## src/verilog/rsw_pkg.sv

```systemverilog
// Constants for the receive status word and receiver control block.
// Assumes a single core clock shared with the MAC receive path.
package rsw_pkg;
  // Register byte addresses on APB
  localparam logic [7:0] CTRL_OFS = 8'h00;
  localparam logic [7:0] STAT_OFS = 8'h04;
  localparam logic [7:0] LAST_OFS = 8'h08;
  // Control register fields
  localparam int CTRL_RECEIVE_ENABLE_BIT_BIT  = 2;
  localparam int CTRL_PASS_BIT  = 16;
  localparam logic [31:0] CTRL_RST = 32'h0000_0000;
  // Status register fields
  localparam int STAT_ERR_BIT   = 0;
  localparam int STAT_ON_BIT    = 1;
  // Status word fields
  localparam int SW_FILT  = 30;
  localparam int SW_LEN_L = 16;
  localparam int SW_ES    = 15;
  localparam int SW_BCAST = 13;
  localparam int SW_LENER = 12;
  localparam int SW_RUNT  = 11;
  localparam int SW_MCAST = 10;
  localparam int SW_LONG  = 7;
  localparam int SW_LCOL  = 6;
  localparam int SW_TYPE  = 5;
  localparam int SW_WDOG  = 4;
  localparam int SW_MIIER = 3;
  localparam int SW_DRIB  = 2;
  localparam int SW_CRC   = 1;
  localparam logic [31:0] SW_RSVD_MASK = 32'h8000_4301;
  // Frame length limits in bytes
  localparam logic [13:0] RUNT_LEN  = 14'h0040;
  localparam logic [13:0] MAX_LEN   = 14'h05ee;
  localparam logic [13:0] WDOG_LEN  = 14'h0800;
  localparam logic [13:0] HDR_LEN   = 14'h000e;
  localparam logic [15:0] TYPE_MIN  = 16'h05dc;
  localparam logic [15:0] OVHD_LEN  = 16'h0012;
  localparam logic [15:0] MIN_FRAME = 16'h0040;
  // Dribble thresholds
  localparam logic [2:0] DRIB_MII = 3'h4;
  localparam logic [2:0] DRIB_10M = 3'h3;
  typedef enum logic [1:0] {
    RSW_IDLE = 2'b00,
    RSW_RECV = 2'b01,
    RSW_DONE = 2'b11
  } rsw_state_t;
endpackage

```

## src/verilog/rsw_rx_status.sv

```systemverilog
// Receive status word builder and receiver start/stop/error control.
// Assumes the MAC receive path and the FIFOs run on i_clock; APB slave.
//
// The register addresses and the APB register port were chosen for this implementation.
`timescale 1ns/10ps

// Operation
// RL1 - Reserved status bits 31, 14, 9:8 and 0 always read zero.
// RL2 - Bit 30 set when frame failed the address filter.
// RL3 - Bits 29:16 carry the received frame byte count.
// RL4 - Bit 15 is OR of bits 11, 7, 6 and 1.
// RL5 - Bit 13 set for broadcast destination.
// RL6 - Bit 12 set when length field disagrees with measured length.
// RL7 - Bit 11 set when frame ends before 64 bytes.
// RL8 - Runts reach the host only when pass-bad-frames is set.
// RL9 - Bit 10 set for multicast destination.
// RL10 - Bit 7 set above 1518 bytes, frame not truncated.
// RL11 - Bit 6 set on collision after the collision window.
// RL12 - Bit 5 set when length/type above 1500, never under 14 bytes.
// RL13 - Bit 4 set when frame passes the watchdog limit.
// RL14 - Bit 3 set if receive error seen during frame.
// RL15 - Bit 2 on dribble bits 4 (MII) or 3+ (10M), not with late collision.
// RL16 - Bit 1 on CRC mismatch or receive error.
// RL17 - Host treats dribble without CRC error as valid.
// RL18 - Host stops reception by clearing receive enable.
// RL19 - One pulse on receive-stopped when receiver halts.
// RL20 - Host may flush FIFOs, then sets receive enable again.
// RL21 - Error flag on data underrun, status underrun or status overrun.
// RL22 - Receiver keeps running after the error flag rises.
// RL23 - Status word written only after frame data is in the data FIFO.
// RL24 - Host soft-resets after an underrun.
module rsw_rx_status (
  input  wire logic        i_clock,
  input  wire logic        i_rst_n,
  input  wire logic        i_psel,
  input  wire logic        i_penable,
  input  wire logic        i_pwrite,
  input  wire logic [7:0]  i_paddr,
  input  wire logic [31:0] i_pwdata,
  output logic      [31:0] o_prdata,
  output logic             o_pready,
  output logic             o_pslverr,
  input  wire logic        i_rx_dv,
  input  wire logic        i_rx_byte_valid,
  input  wire logic [7:0]  i_rx_byte,
  input  wire logic        i_rx_er,
  input  wire logic        i_rx_col,
  input  wire logic        i_crc_ok,
  input  wire logic        i_filter_fail,
  input  wire logic [2:0]  i_dribble_bits,
  input  wire logic        i_mode_10m,
  input  wire logic        i_data_done,
  input  wire logic        i_data_underrun,
  input  wire logic        i_sts_underrun,
  input  wire logic        i_sts_full,
  output logic             o_rx_on,
  output logic             o_sts_wr,
  output logic      [31:0] o_sts_word,
  output logic             o_frame_drop,
  output logic             o_rx_stopped,
  output logic             o_rx_error
);

  rsw_pkg::rsw_state_t st_q;
  rsw_pkg::rsw_state_t st_d;
  logic [31:0] ctrl_q;
  logic [31:0] rdata_q;
  logic [31:0] word_q;
  logic [31:0] sts_q;
  logic [13:0] cnt_q;
  logic [15:0] lt_q;
  logic        dv_q;
  logic        bcast_q;
  logic        mcast_q;
  logic        er_q;
  logic        lcol_q;
  logic        rx_on_q;
  logic        err_q;
  logic        wr_q;
  logic        drop_q;
  logic        stop_q;

  // APB decode
  wire         setup    = i_psel & ~i_penable;
  wire         access   = i_psel & i_penable;
  wire         hit_ctrl = i_paddr == rsw_pkg::CTRL_OFS;
  wire         hit_stat = i_paddr == rsw_pkg::STAT_OFS;
  wire         hit_last = i_paddr == rsw_pkg::LAST_OFS;
  wire         hit      = hit_ctrl | hit_stat | hit_last;
  wire         wr_ctrl  = access & i_pwrite & hit_ctrl;
  wire         wr_stat  = access & i_pwrite & hit_stat;
  wire [31:0]  stat_rd  = {30'h0, rx_on_q, err_q};
  wire [31:0]  rd_mux   = hit_ctrl ? ctrl_q :
                          hit_stat ? stat_rd :
                          hit_last ? word_q : 32'h0;

  wire         rx_en    = ctrl_q[rsw_pkg::CTRL_RECEIVE_ENABLE_BIT_BIT];
  wire         pass_bad = ctrl_q[rsw_pkg::CTRL_PASS_BIT];

  // Frame framing: a frame only starts on a fresh rise of data valid, so
  // enabling mid-frame does not yield a truncated status word.
  wire         start    = (st_q == rsw_pkg::RSW_IDLE) & i_rx_dv & ~dv_q &
                          rx_on_q;
  wire         in_frame = (st_q == rsw_pkg::RSW_RECV) & i_rx_dv;
  wire         frm_end  = (st_q == rsw_pkg::RSW_RECV) & ~i_rx_dv;
  wire         take     = i_rx_byte_valid & (start | in_frame);
  wire [13:0]  cnt_base = start ? 14'h0 : cnt_q;
  wire [13:0]  cnt_inc  = cnt_base + 14'h1;
  wire         wdog_hit = cnt_q >= rsw_pkg::WDOG_LEN;
  wire         bc_first = start ? 1'b1 : bcast_q;
  wire         is_ff    = i_rx_byte == 8'hff;

  // End-of-frame status computation
  wire         runt     = cnt_q < rsw_pkg::RUNT_LEN;
  wire         ftype    = (cnt_q >= rsw_pkg::HDR_LEN) &
                          (lt_q > rsw_pkg::TYPE_MIN);
  wire [15:0]  lt_ovh   = lt_q + rsw_pkg::OVHD_LEN;
  wire [15:0]  exp_len  = (lt_ovh < rsw_pkg::MIN_FRAME) ?
                          rsw_pkg::MIN_FRAME : lt_ovh;
  wire         len_err  = (cnt_q >= rsw_pkg::HDR_LEN) &
                          (lt_q <= rsw_pkg::TYPE_MIN) &
                          ({2'b00, cnt_q} != exp_len);
  wire         drib_ok  = i_mode_10m ? (i_dribble_bits >= rsw_pkg::DRIB_10M)
                                     : (i_dribble_bits == rsw_pkg::DRIB_MII);
  wire         dribble  = drib_ok & ~lcol_q;
  wire         long_frm = cnt_q > rsw_pkg::MAX_LEN;
  wire         crc_err  = ~i_crc_ok | er_q;
  wire         err_sum  = runt | long_frm | lcol_q | crc_err;

  logic [31:0] sts_d;
  always_comb begin
    sts_d = 32'h0;
    sts_d[rsw_pkg::SW_FILT] = i_filter_fail;                 // see RL2
    sts_d[rsw_pkg::SW_LEN_L +: 14] = cnt_q;                  // see RL3
    sts_d[rsw_pkg::SW_ES] = err_sum;                         // see RL4
    sts_d[rsw_pkg::SW_BCAST] = bcast_q;                      // see RL5
    sts_d[rsw_pkg::SW_LENER] = len_err;                      // see RL6
    sts_d[rsw_pkg::SW_RUNT] = runt;                          // see RL7
    sts_d[rsw_pkg::SW_MCAST] = mcast_q & ~bcast_q;           // see RL9
    sts_d[rsw_pkg::SW_LONG] = long_frm;                      // see RL10
    sts_d[rsw_pkg::SW_LCOL] = lcol_q;                        // see RL11
    sts_d[rsw_pkg::SW_TYPE] = ftype;                         // see RL12
    sts_d[rsw_pkg::SW_WDOG] = wdog_hit;                      // see RL13
    sts_d[rsw_pkg::SW_MIIER] = er_q;                         // see RL14
    sts_d[rsw_pkg::SW_DRIB] = dribble;                       // see RL15
    sts_d[rsw_pkg::SW_CRC] = crc_err;                        // see RL16
    sts_d = sts_d & ~rsw_pkg::SW_RSVD_MASK;                  // see RL1
  end

  // Status hand-off waits for the data FIFO to hold the whole frame
  wire         done_ev  = (st_q == rsw_pkg::RSW_DONE) & i_data_done; // see RL23
  wire         keep     = ~sts_q[rsw_pkg::SW_RUNT] | pass_bad;       // see RL8
  wire         overrun  = done_ev & keep & i_sts_full;
  wire         err_set  = i_data_underrun | i_sts_underrun | overrun; // see RL21
  wire         err_clr  = wr_stat & i_pwdata[rsw_pkg::STAT_ERR_BIT];
  // Stop only between frames; a frame in flight finishes with its status.
  wire         halt     = ~rx_en & rx_on_q & (st_q == rsw_pkg::RSW_IDLE) &
                          ~start;

  always_comb begin
    case (st_q)
      rsw_pkg::RSW_IDLE: st_d = start ? rsw_pkg::RSW_RECV : rsw_pkg::RSW_IDLE;
      rsw_pkg::RSW_RECV: st_d = frm_end ? rsw_pkg::RSW_DONE : rsw_pkg::RSW_RECV;
      rsw_pkg::RSW_DONE: st_d = i_data_done ? rsw_pkg::RSW_IDLE
                                            : rsw_pkg::RSW_DONE;
      default:           st_d = rsw_pkg::RSW_IDLE;
    endcase
  end

  always_ff @(posedge i_clock or negedge i_rst_n) begin
    if (!i_rst_n) begin
      st_q <= rsw_pkg::RSW_IDLE;
      dv_q <= 1'b0;
    end else begin
      st_q <= st_d;
      dv_q <= i_rx_dv;
    end
  end

  // Per-frame accumulators; counting runs past the length limits and holds at
  // 14'h3fff, so long frames are flagged but not truncated.
  always_ff @(posedge i_clock or negedge i_rst_n) begin
    if (!i_rst_n) begin
      cnt_q   <= 14'h0;
      lt_q    <= 16'h0;
      bcast_q <= 1'b0;
      mcast_q <= 1'b0;
    end else if (take) begin
      cnt_q <= (cnt_q == 14'h3fff && !start) ? cnt_q : cnt_inc; // see RL10
      if (cnt_base < 14'h6)
        bcast_q <= bc_first & is_ff;                        // see RL5
      if (cnt_base == 14'h0)
        mcast_q <= i_rx_byte[0];                            // see RL9
      if (cnt_base == 14'hc)
        lt_q <= {i_rx_byte, 8'h00};
      if (cnt_base == 14'hd)
        lt_q <= {lt_q[15:8], i_rx_byte};
    end else if (start) begin
      cnt_q   <= 14'h0;
      lt_q    <= 16'h0;
      bcast_q <= 1'b1;
      mcast_q <= 1'b0;
    end
  end

  always_ff @(posedge i_clock or negedge i_rst_n) begin
    if (!i_rst_n) begin
      er_q   <= 1'b0;
      lcol_q <= 1'b0;
    end else if (start) begin
      er_q   <= i_rx_er;
      lcol_q <= 1'b0;
    end else if (in_frame) begin
      er_q   <= er_q | i_rx_er;                              // see RL14
      lcol_q <= lcol_q | (i_rx_col & ~runt);                 // see RL11
    end
  end

  always_ff @(posedge i_clock or negedge i_rst_n) begin
    if (!i_rst_n) begin
      sts_q  <= 32'h0;
      word_q <= 32'h0;
      wr_q   <= 1'b0;
      drop_q <= 1'b0;
    end else begin
      if (frm_end)
        sts_q <= sts_d;
      if (done_ev && keep)
        word_q <= sts_q;
      wr_q   <= done_ev & keep;                              // see RL23
      drop_q <= done_ev & ~keep;                             // see RL8
    end
  end

  // Receiver on/off and the error flag; the flag never touches rx_on_q.
  always_ff @(posedge i_clock or negedge i_rst_n) begin
    if (!i_rst_n) begin
      rx_on_q <= 1'b0;
      stop_q  <= 1'b0;
      err_q   <= 1'b0;
    end else begin
      if (rx_en)                                             // see RL22
        rx_on_q <= 1'b1;
      else if (halt)
        rx_on_q <= 1'b0;
      stop_q <= halt;                                        // see RL19
      err_q  <= err_set | (err_q & ~err_clr);                // see RL21
    end
  end

  always_ff @(posedge i_clock or negedge i_rst_n) begin
    if (!i_rst_n) begin
      ctrl_q  <= rsw_pkg::CTRL_RST;
      rdata_q <= 32'h0;
    end else begin
      if (wr_ctrl)
        ctrl_q <= i_pwdata;
      // Read data captured in setup so the access phase needs no wait
      if (setup && !i_pwrite)
        rdata_q <= rd_mux;
    end
  end

  assign o_prdata     = rdata_q;
  assign o_pready     = 1'b1;
  assign o_pslverr    = access & ~hit;
  assign o_rx_on      = rx_on_q;
  assign o_sts_wr     = wr_q;
  assign o_sts_word   = word_q;
  assign o_frame_drop = drop_q;
  assign o_rx_stopped = stop_q;
  assign o_rx_error   = err_q;
endmodule // rsw_rx_status

```

## config.mk

```make
export PLATFORM = sky130hd
export DESIGN_NAME = rsw_rx_status
export DESIGN_NICKNAME = d
export VERILOG_FILES = /design/src/verilog/rsw_pkg.sv /design/src/verilog/rsw_rx_status.sv
export SDC_FILE = /design/constraint.sdc
export NUM_CORES = 1
export LEC_CHECK = 0
export CAP_MARGIN = 20
export CORE_MARGIN = 2
export CORE_UTILIZATION = 62
export CTS_CLUSTER_DIAMETER = 30
export CTS_CLUSTER_SIZE = 25
export DETAILED_ROUTE_END_ITERATION = 10
export DONT_BUFFER_PORTS = 1
export PLACE_DENSITY = 0.78
export SETUP_SLACK_MARGIN = 0.02
export SLEW_MARGIN = 20
export SYNTH_ARGS = -nofsm -noshare
export SYNTH_HDL_FRONTEND = slang
export SYNTH_SLANG_ARGS = --single-unit
```

## constraint.sdc

```tcl
create_clock -name i_clock -period 5.9 [get_ports i_clock]
set_input_delay 1.18 -clock i_clock [delete_from_list [all_inputs] [get_ports i_clock]]
set_output_delay 1.18 -clock i_clock [all_outputs]
set_load 0.005 [all_outputs]
```

### Word level (Yosys, flattened, before mapping)

Cells that the tools add are included.

* output and inout port bits: 71
* bits in registers: 160
* input bits: 67
* word-level logic and storage cells: 141

* equal/unequal tests: 16
* bitwise gates (word level): 54
* $lt $le $gt $ge: 9
* $add $sub $neg: 2
* mux-type cells: 28
* reduce and logical (&&, ||, !) cells: 14

Operators with widths (count)
* $mux W16: 5
* $mux W31: 2
* $mux W14: 3
* $mux W32: 1
* $and A1 B1 Y1: 28
* $eq A14 B4 Y1 const B: 2
* $add A16 B5 Y16 const B: 1
* $gt A16 B11 Y1 const B: 1
* $le A16 B11 Y1 const B: 1
* $lt A16 B7 Y1 const B: 1
* $ne A14 B16 Y1: 1
* $add A14 B1 Y14 const B: 1
* $eq A14 B14 Y1 const B: 1
* $ge A14 B12 Y1 const B: 1
* $ge A14 B4 Y1 const B: 1
* $gt A14 B11 Y1 const B: 1
* $logic_not A14 Y1: 1
* $lt A14 B3 Y1 const B: 1
* $lt A14 B7 Y1 const B: 1
* $mux W1: 14
* $not A1 Y1: 13
* $or A1 B1 Y1: 13
* $eq A8 B3 Y1 const B: 1
* $eq A8 B4 Y1 const B: 1
* other kinds (17): 27

### Depth between registers and ports, before layout

* depth after elaboration: 9
* gate-level depth with buffers: 11
* mapped depth without buffers: 10

### Least setup slack after synthesis

Ideal clock, no wire load.

* path kind: in2out
* start: input i_paddr[3]
* end: output o_pslverr
* data required time: 4720 ps
* stages on the path: 5
* arrival time: 2427 ps
* buffers on the path: 3
* path slack: 2293 ps
* path through: clkbuf_1 buf_1 clkbuf_1 a21oi_1 nor2_1

* word-level cells in the longest chain between the ends: 5
* elaborated cells between the ends (all ways): 7
* classes of those cells: 2 x eq/ne; 4 x bitwise; 1 x reduce/logical

Ends and longest elaborated chain
* start, declared: RTL line rsw_rx_status.sv:38 `input wire logic [7:0] i_paddr,`
* $eq A8 B3 Y1 / $logic_not A8 Y1 (equally long branches): RTL line rsw_rx_status.sv:87, rsw_rx_status.sv:86
* $or A1 B1 Y1: RTL line rsw_rx_status.sv:89 `wire hit = hit_ctrl | hit_stat | hit_last;`
* $or A1 B1 Y1 *: RTL line rsw_rx_status.sv:89
* $not A1 Y1 *: RTL line rsw_rx_status.sv:266 `assign o_pslverr = access & ~hit;`
* $and A1 B1 Y1 *: RTL line rsw_rx_status.sv:266
* end, declared: RTL line rsw_rx_status.sv:42 `output logic o_pslverr,`

Mark *: on every way between the ends. The rest lies on a longest branch, timed or not.

### Worst setup path in the final report

* start: input i_paddr[7]
* end: output o_pslverr

The elaborated chain is that of the path after synthesis.

==> flow_metrics.tcl <==
set metrics [dict create \
    cp.required_ns 4.72 \
    tns_ns 0 \
    synth_top_cell_area_share_pct 53.14 \
    cts_sinks 160 \
    design_area_um2 8051 \
    area_growth_pct 6.858 \
    avgSynthCellArea_um2 10.34 \
    initial_core_util_pct 62.99 \
    drt_wl_total_um 16540 \
    period_needed_ns 2.995 \
    wl_met3_um 1171 \
    synth_cell_type_count 64 \
    met1_length_um 7210 \
    p_int_mw 1.944 \
    insertion_delay_ns 0.42 \
    seqPwrFrac_pct 49.4 \
    synth_edf_count 0 \
    ant_nets 0 \
    worstSetupPathType "in -> out" \
    first_pass_iters 7 \
    slew_headroom_pct 36.64 \
    tightest_slew_ns 0.9482 \
    gp_congestion 0.8526 \
    fin_crit_sh_pct 50.76 \
    holdBufCountCts 0 \
    cts_resized 0 \
    outcome "completed" \
    place_area_um2 7507 \
    ff2ff_setup_slack_ns 3.02 \
    rows 40 \
    routed.top_layer "met4" \
    setup_ws_ns 2.905 \
    cap_viol_max_count 0 \
    layout_commonest_cell "dfrtp_1" \
    r2r_cells 8 \
    hp-class "in -> async" \
    final_cell_mix "dfrtp_1, nand2_1, mux2_2" \
    ioPinCount 138 \
    synth_ff_type "dfrtp_1" \
    grt_start_max_net_pins 161 \
    coreArea_um2 11960 \
    cts_buffers 17 \
    pwr-share-clk_pct 36.6 \
    ir_worst_vdd_uv 257.0 \
    synth_area_leaders "dfrtp_1, mux2_2, nand2_1" \
    routed_via_density 6.321 \
    end_kind "output pin" \
    final_util_pct 67.31 \
    dieWidth_um 114.2 \
    switching_share_pct 28.20 \
    io_buffer_count 0 \
    layout-drive-gt1-share_pct 14.27 \
    hold_viol 0 \
    pwr-share-comb_pct 14.0 \
    dp_worst_setup_slack_ns 2.544 \
    grt.overflow.total 0 \
    cts_tree "yes" \
    num_antenna_cells 0 \
    postCtsSetupBuffers 0 \
    dieArea_um2 13050 \
    drc_errors 0 \
    syn_inst 729 \
    path_clk_slew_ns 0.06 \
    track_usage_pct 26.82 \
    setup_viol 0 \
    drt_iter0_drc 484 \
    num_vias 5449 \
    synth-async-reset-ratio_pct 100.0 \
    yosys.area.top_type "dfrtp_1" \
    num-fill-cells 884 \
    ys_warn_count 0 \
    p_leak_nw 3.807 \
    r2r_end "lt_q[10]$_DFFE_PN0P_" \
    cts_buffer_depth 2 \
    rsz0062_at_grt "false" \
    r2r_start "st_q[0]$_DFF_PN0_" \
    fin_nets 774 \
    netlist_area_um2 7535 \
    fmax_mhz 333.9 \
    hpwl_um 11620 \
    h-tree-depth 4 \
    arrival_ns 1.81 \
    maxSlewViolCount 0 \
    cp_max_fo 5 \
    wl_per_cell_um 19.18 \
    met2_length_um 7776 \
    grt_pass1_vias 5347 \
    clockRootBuffer "clkbuf_16" \
    grt_pass1_wl_um 27260 \
    p_sw_mw 0.7635 \
    antenna_found_initial 0 \
    start_kind "input port" \
    ys_seq_elements 160 \
    power_density_nw_per_um2 336.3 \
    seq_area_frac_synth_pct 53.14 \
    die_h_um 114.2 \
    finClkSkew_ns 0.006491 \
]
power groups by stage:
stage / clock [mW] / combinational [mW] / sequential (mW)
final: 0.992 / 0.379 / 1.34
after global routing: 1.05 / 0.426 / 1.35
after CTS: 1.00 / 0.375 / 1.33
after detailed placement: 0 / 0.371 / 1.35
after global placement: 0 / 0.356 / 1.35
after floorplan: 0 / 0.345 / 1.29
through the flow:
step,std cells,power (mW),hold WS [ns]
after floorplan,733,1.630,0.4331
after global placement,830,1.702,0.4529
after detailed placement,830,1.722,0.4552
after CTS,862,2.708,0.4364
after global routing,862,2.829,0.4308
final,862,2.708,0.4466
cell usage after synthesis (2+ instances only):
cell type and number:
nor4_1 6, and3_1 3, o22ai_1 2, a22o_1 7
mux2i_1 30, buf_4 8, o211ai_1 2, a41oi_1 2
a32o_1 2, dfrtp_1 160, nor2b_1 4, inv_1 10
a21oi_1 8, nor3_1 8, nand2_1 142, nor3b_1 6
nand4_1 11, nor2_1 44, buf_6 2, or4_1 3
a31oi_1 10, buf_2 14, nand4b_1 2, nand3_1 19
or3_1 3, xnor2_1 16, xor2_1 13, ha_1 5
conb_1 2, and2_1 4, mux2_2 57, a211oi_1 4
clkbuf_1 27, o21ai_0 56, a211o_1 3, o31ai_1 6
routing by layer:
metal	up-vias	global-route usage [%]
met5	-	0
met4	0	11.14
met3	34	7.094
met2	229	41.59
met1	2715	36.20
li1	2471	-
state kept, by name (all words and copies together) (netlist names), 2 cells and up:
name	flops
sts_q	27
lt_q	16
o_prdata	32
o_sts_word	27
ctrl_q	32
st_q	2
cnt_q	14
worst max-delay path, stage by stage:
cell and delay (ns):
nor4_1 0.25, nand2_1 0.17, a21oi_1 0.15, nor2_1 0.07
worst max-delay path by stage:
stage | startpoint | endpoint | cells past startpoint
6_report | i_paddr[7] | o_pslverr | 4
4_1_cts | i_paddr[7] | o_pslverr | 4
3_5_place_dp | i_penable | o_prdata[10]$_DFFE_PN0P_ | 4
5_1_grt | st_q[0]$_DFF_PN0_ | lt_q[14]$_DFFE_PN0P_ | 8
3_3_place_gp | i_penable | o_prdata[3]$_DFFE_PN0P_ | 4
2_1_floorplan | i_paddr[3] | o_pslverr | 5
cell families (layout without fill, tap and decap cells):
family | Yosys count | after routing | share of synthesized area [%]
simple gates | 267 | 267 | 16.12
other cells | 2 | 6 | 0.09967
mux | 87 | 87 | 12.50
flops | 160 | 160 | 53.14
fa+ha+maj | 5 | 5 | 0.8303
xor+xnor | 29 | 29 | 3.371
compound gates | 117 | 117 | 10.01
buf+inv | 62 | 44 | 3.919
area by class of cell:
cell class	count	area, um^2	area share (%)
clock buffer	22	474.2	5.890
clock inverter	10	61.31	0.7615
inverter	10	37.54	0.4662
multi-input combinational	511	3276	40.68
sequential	160	4004	49.73
tap	147	183.9	2.284
timing repair buffer	2	15.01	0.1865
(Power assumes the default switching activity.)
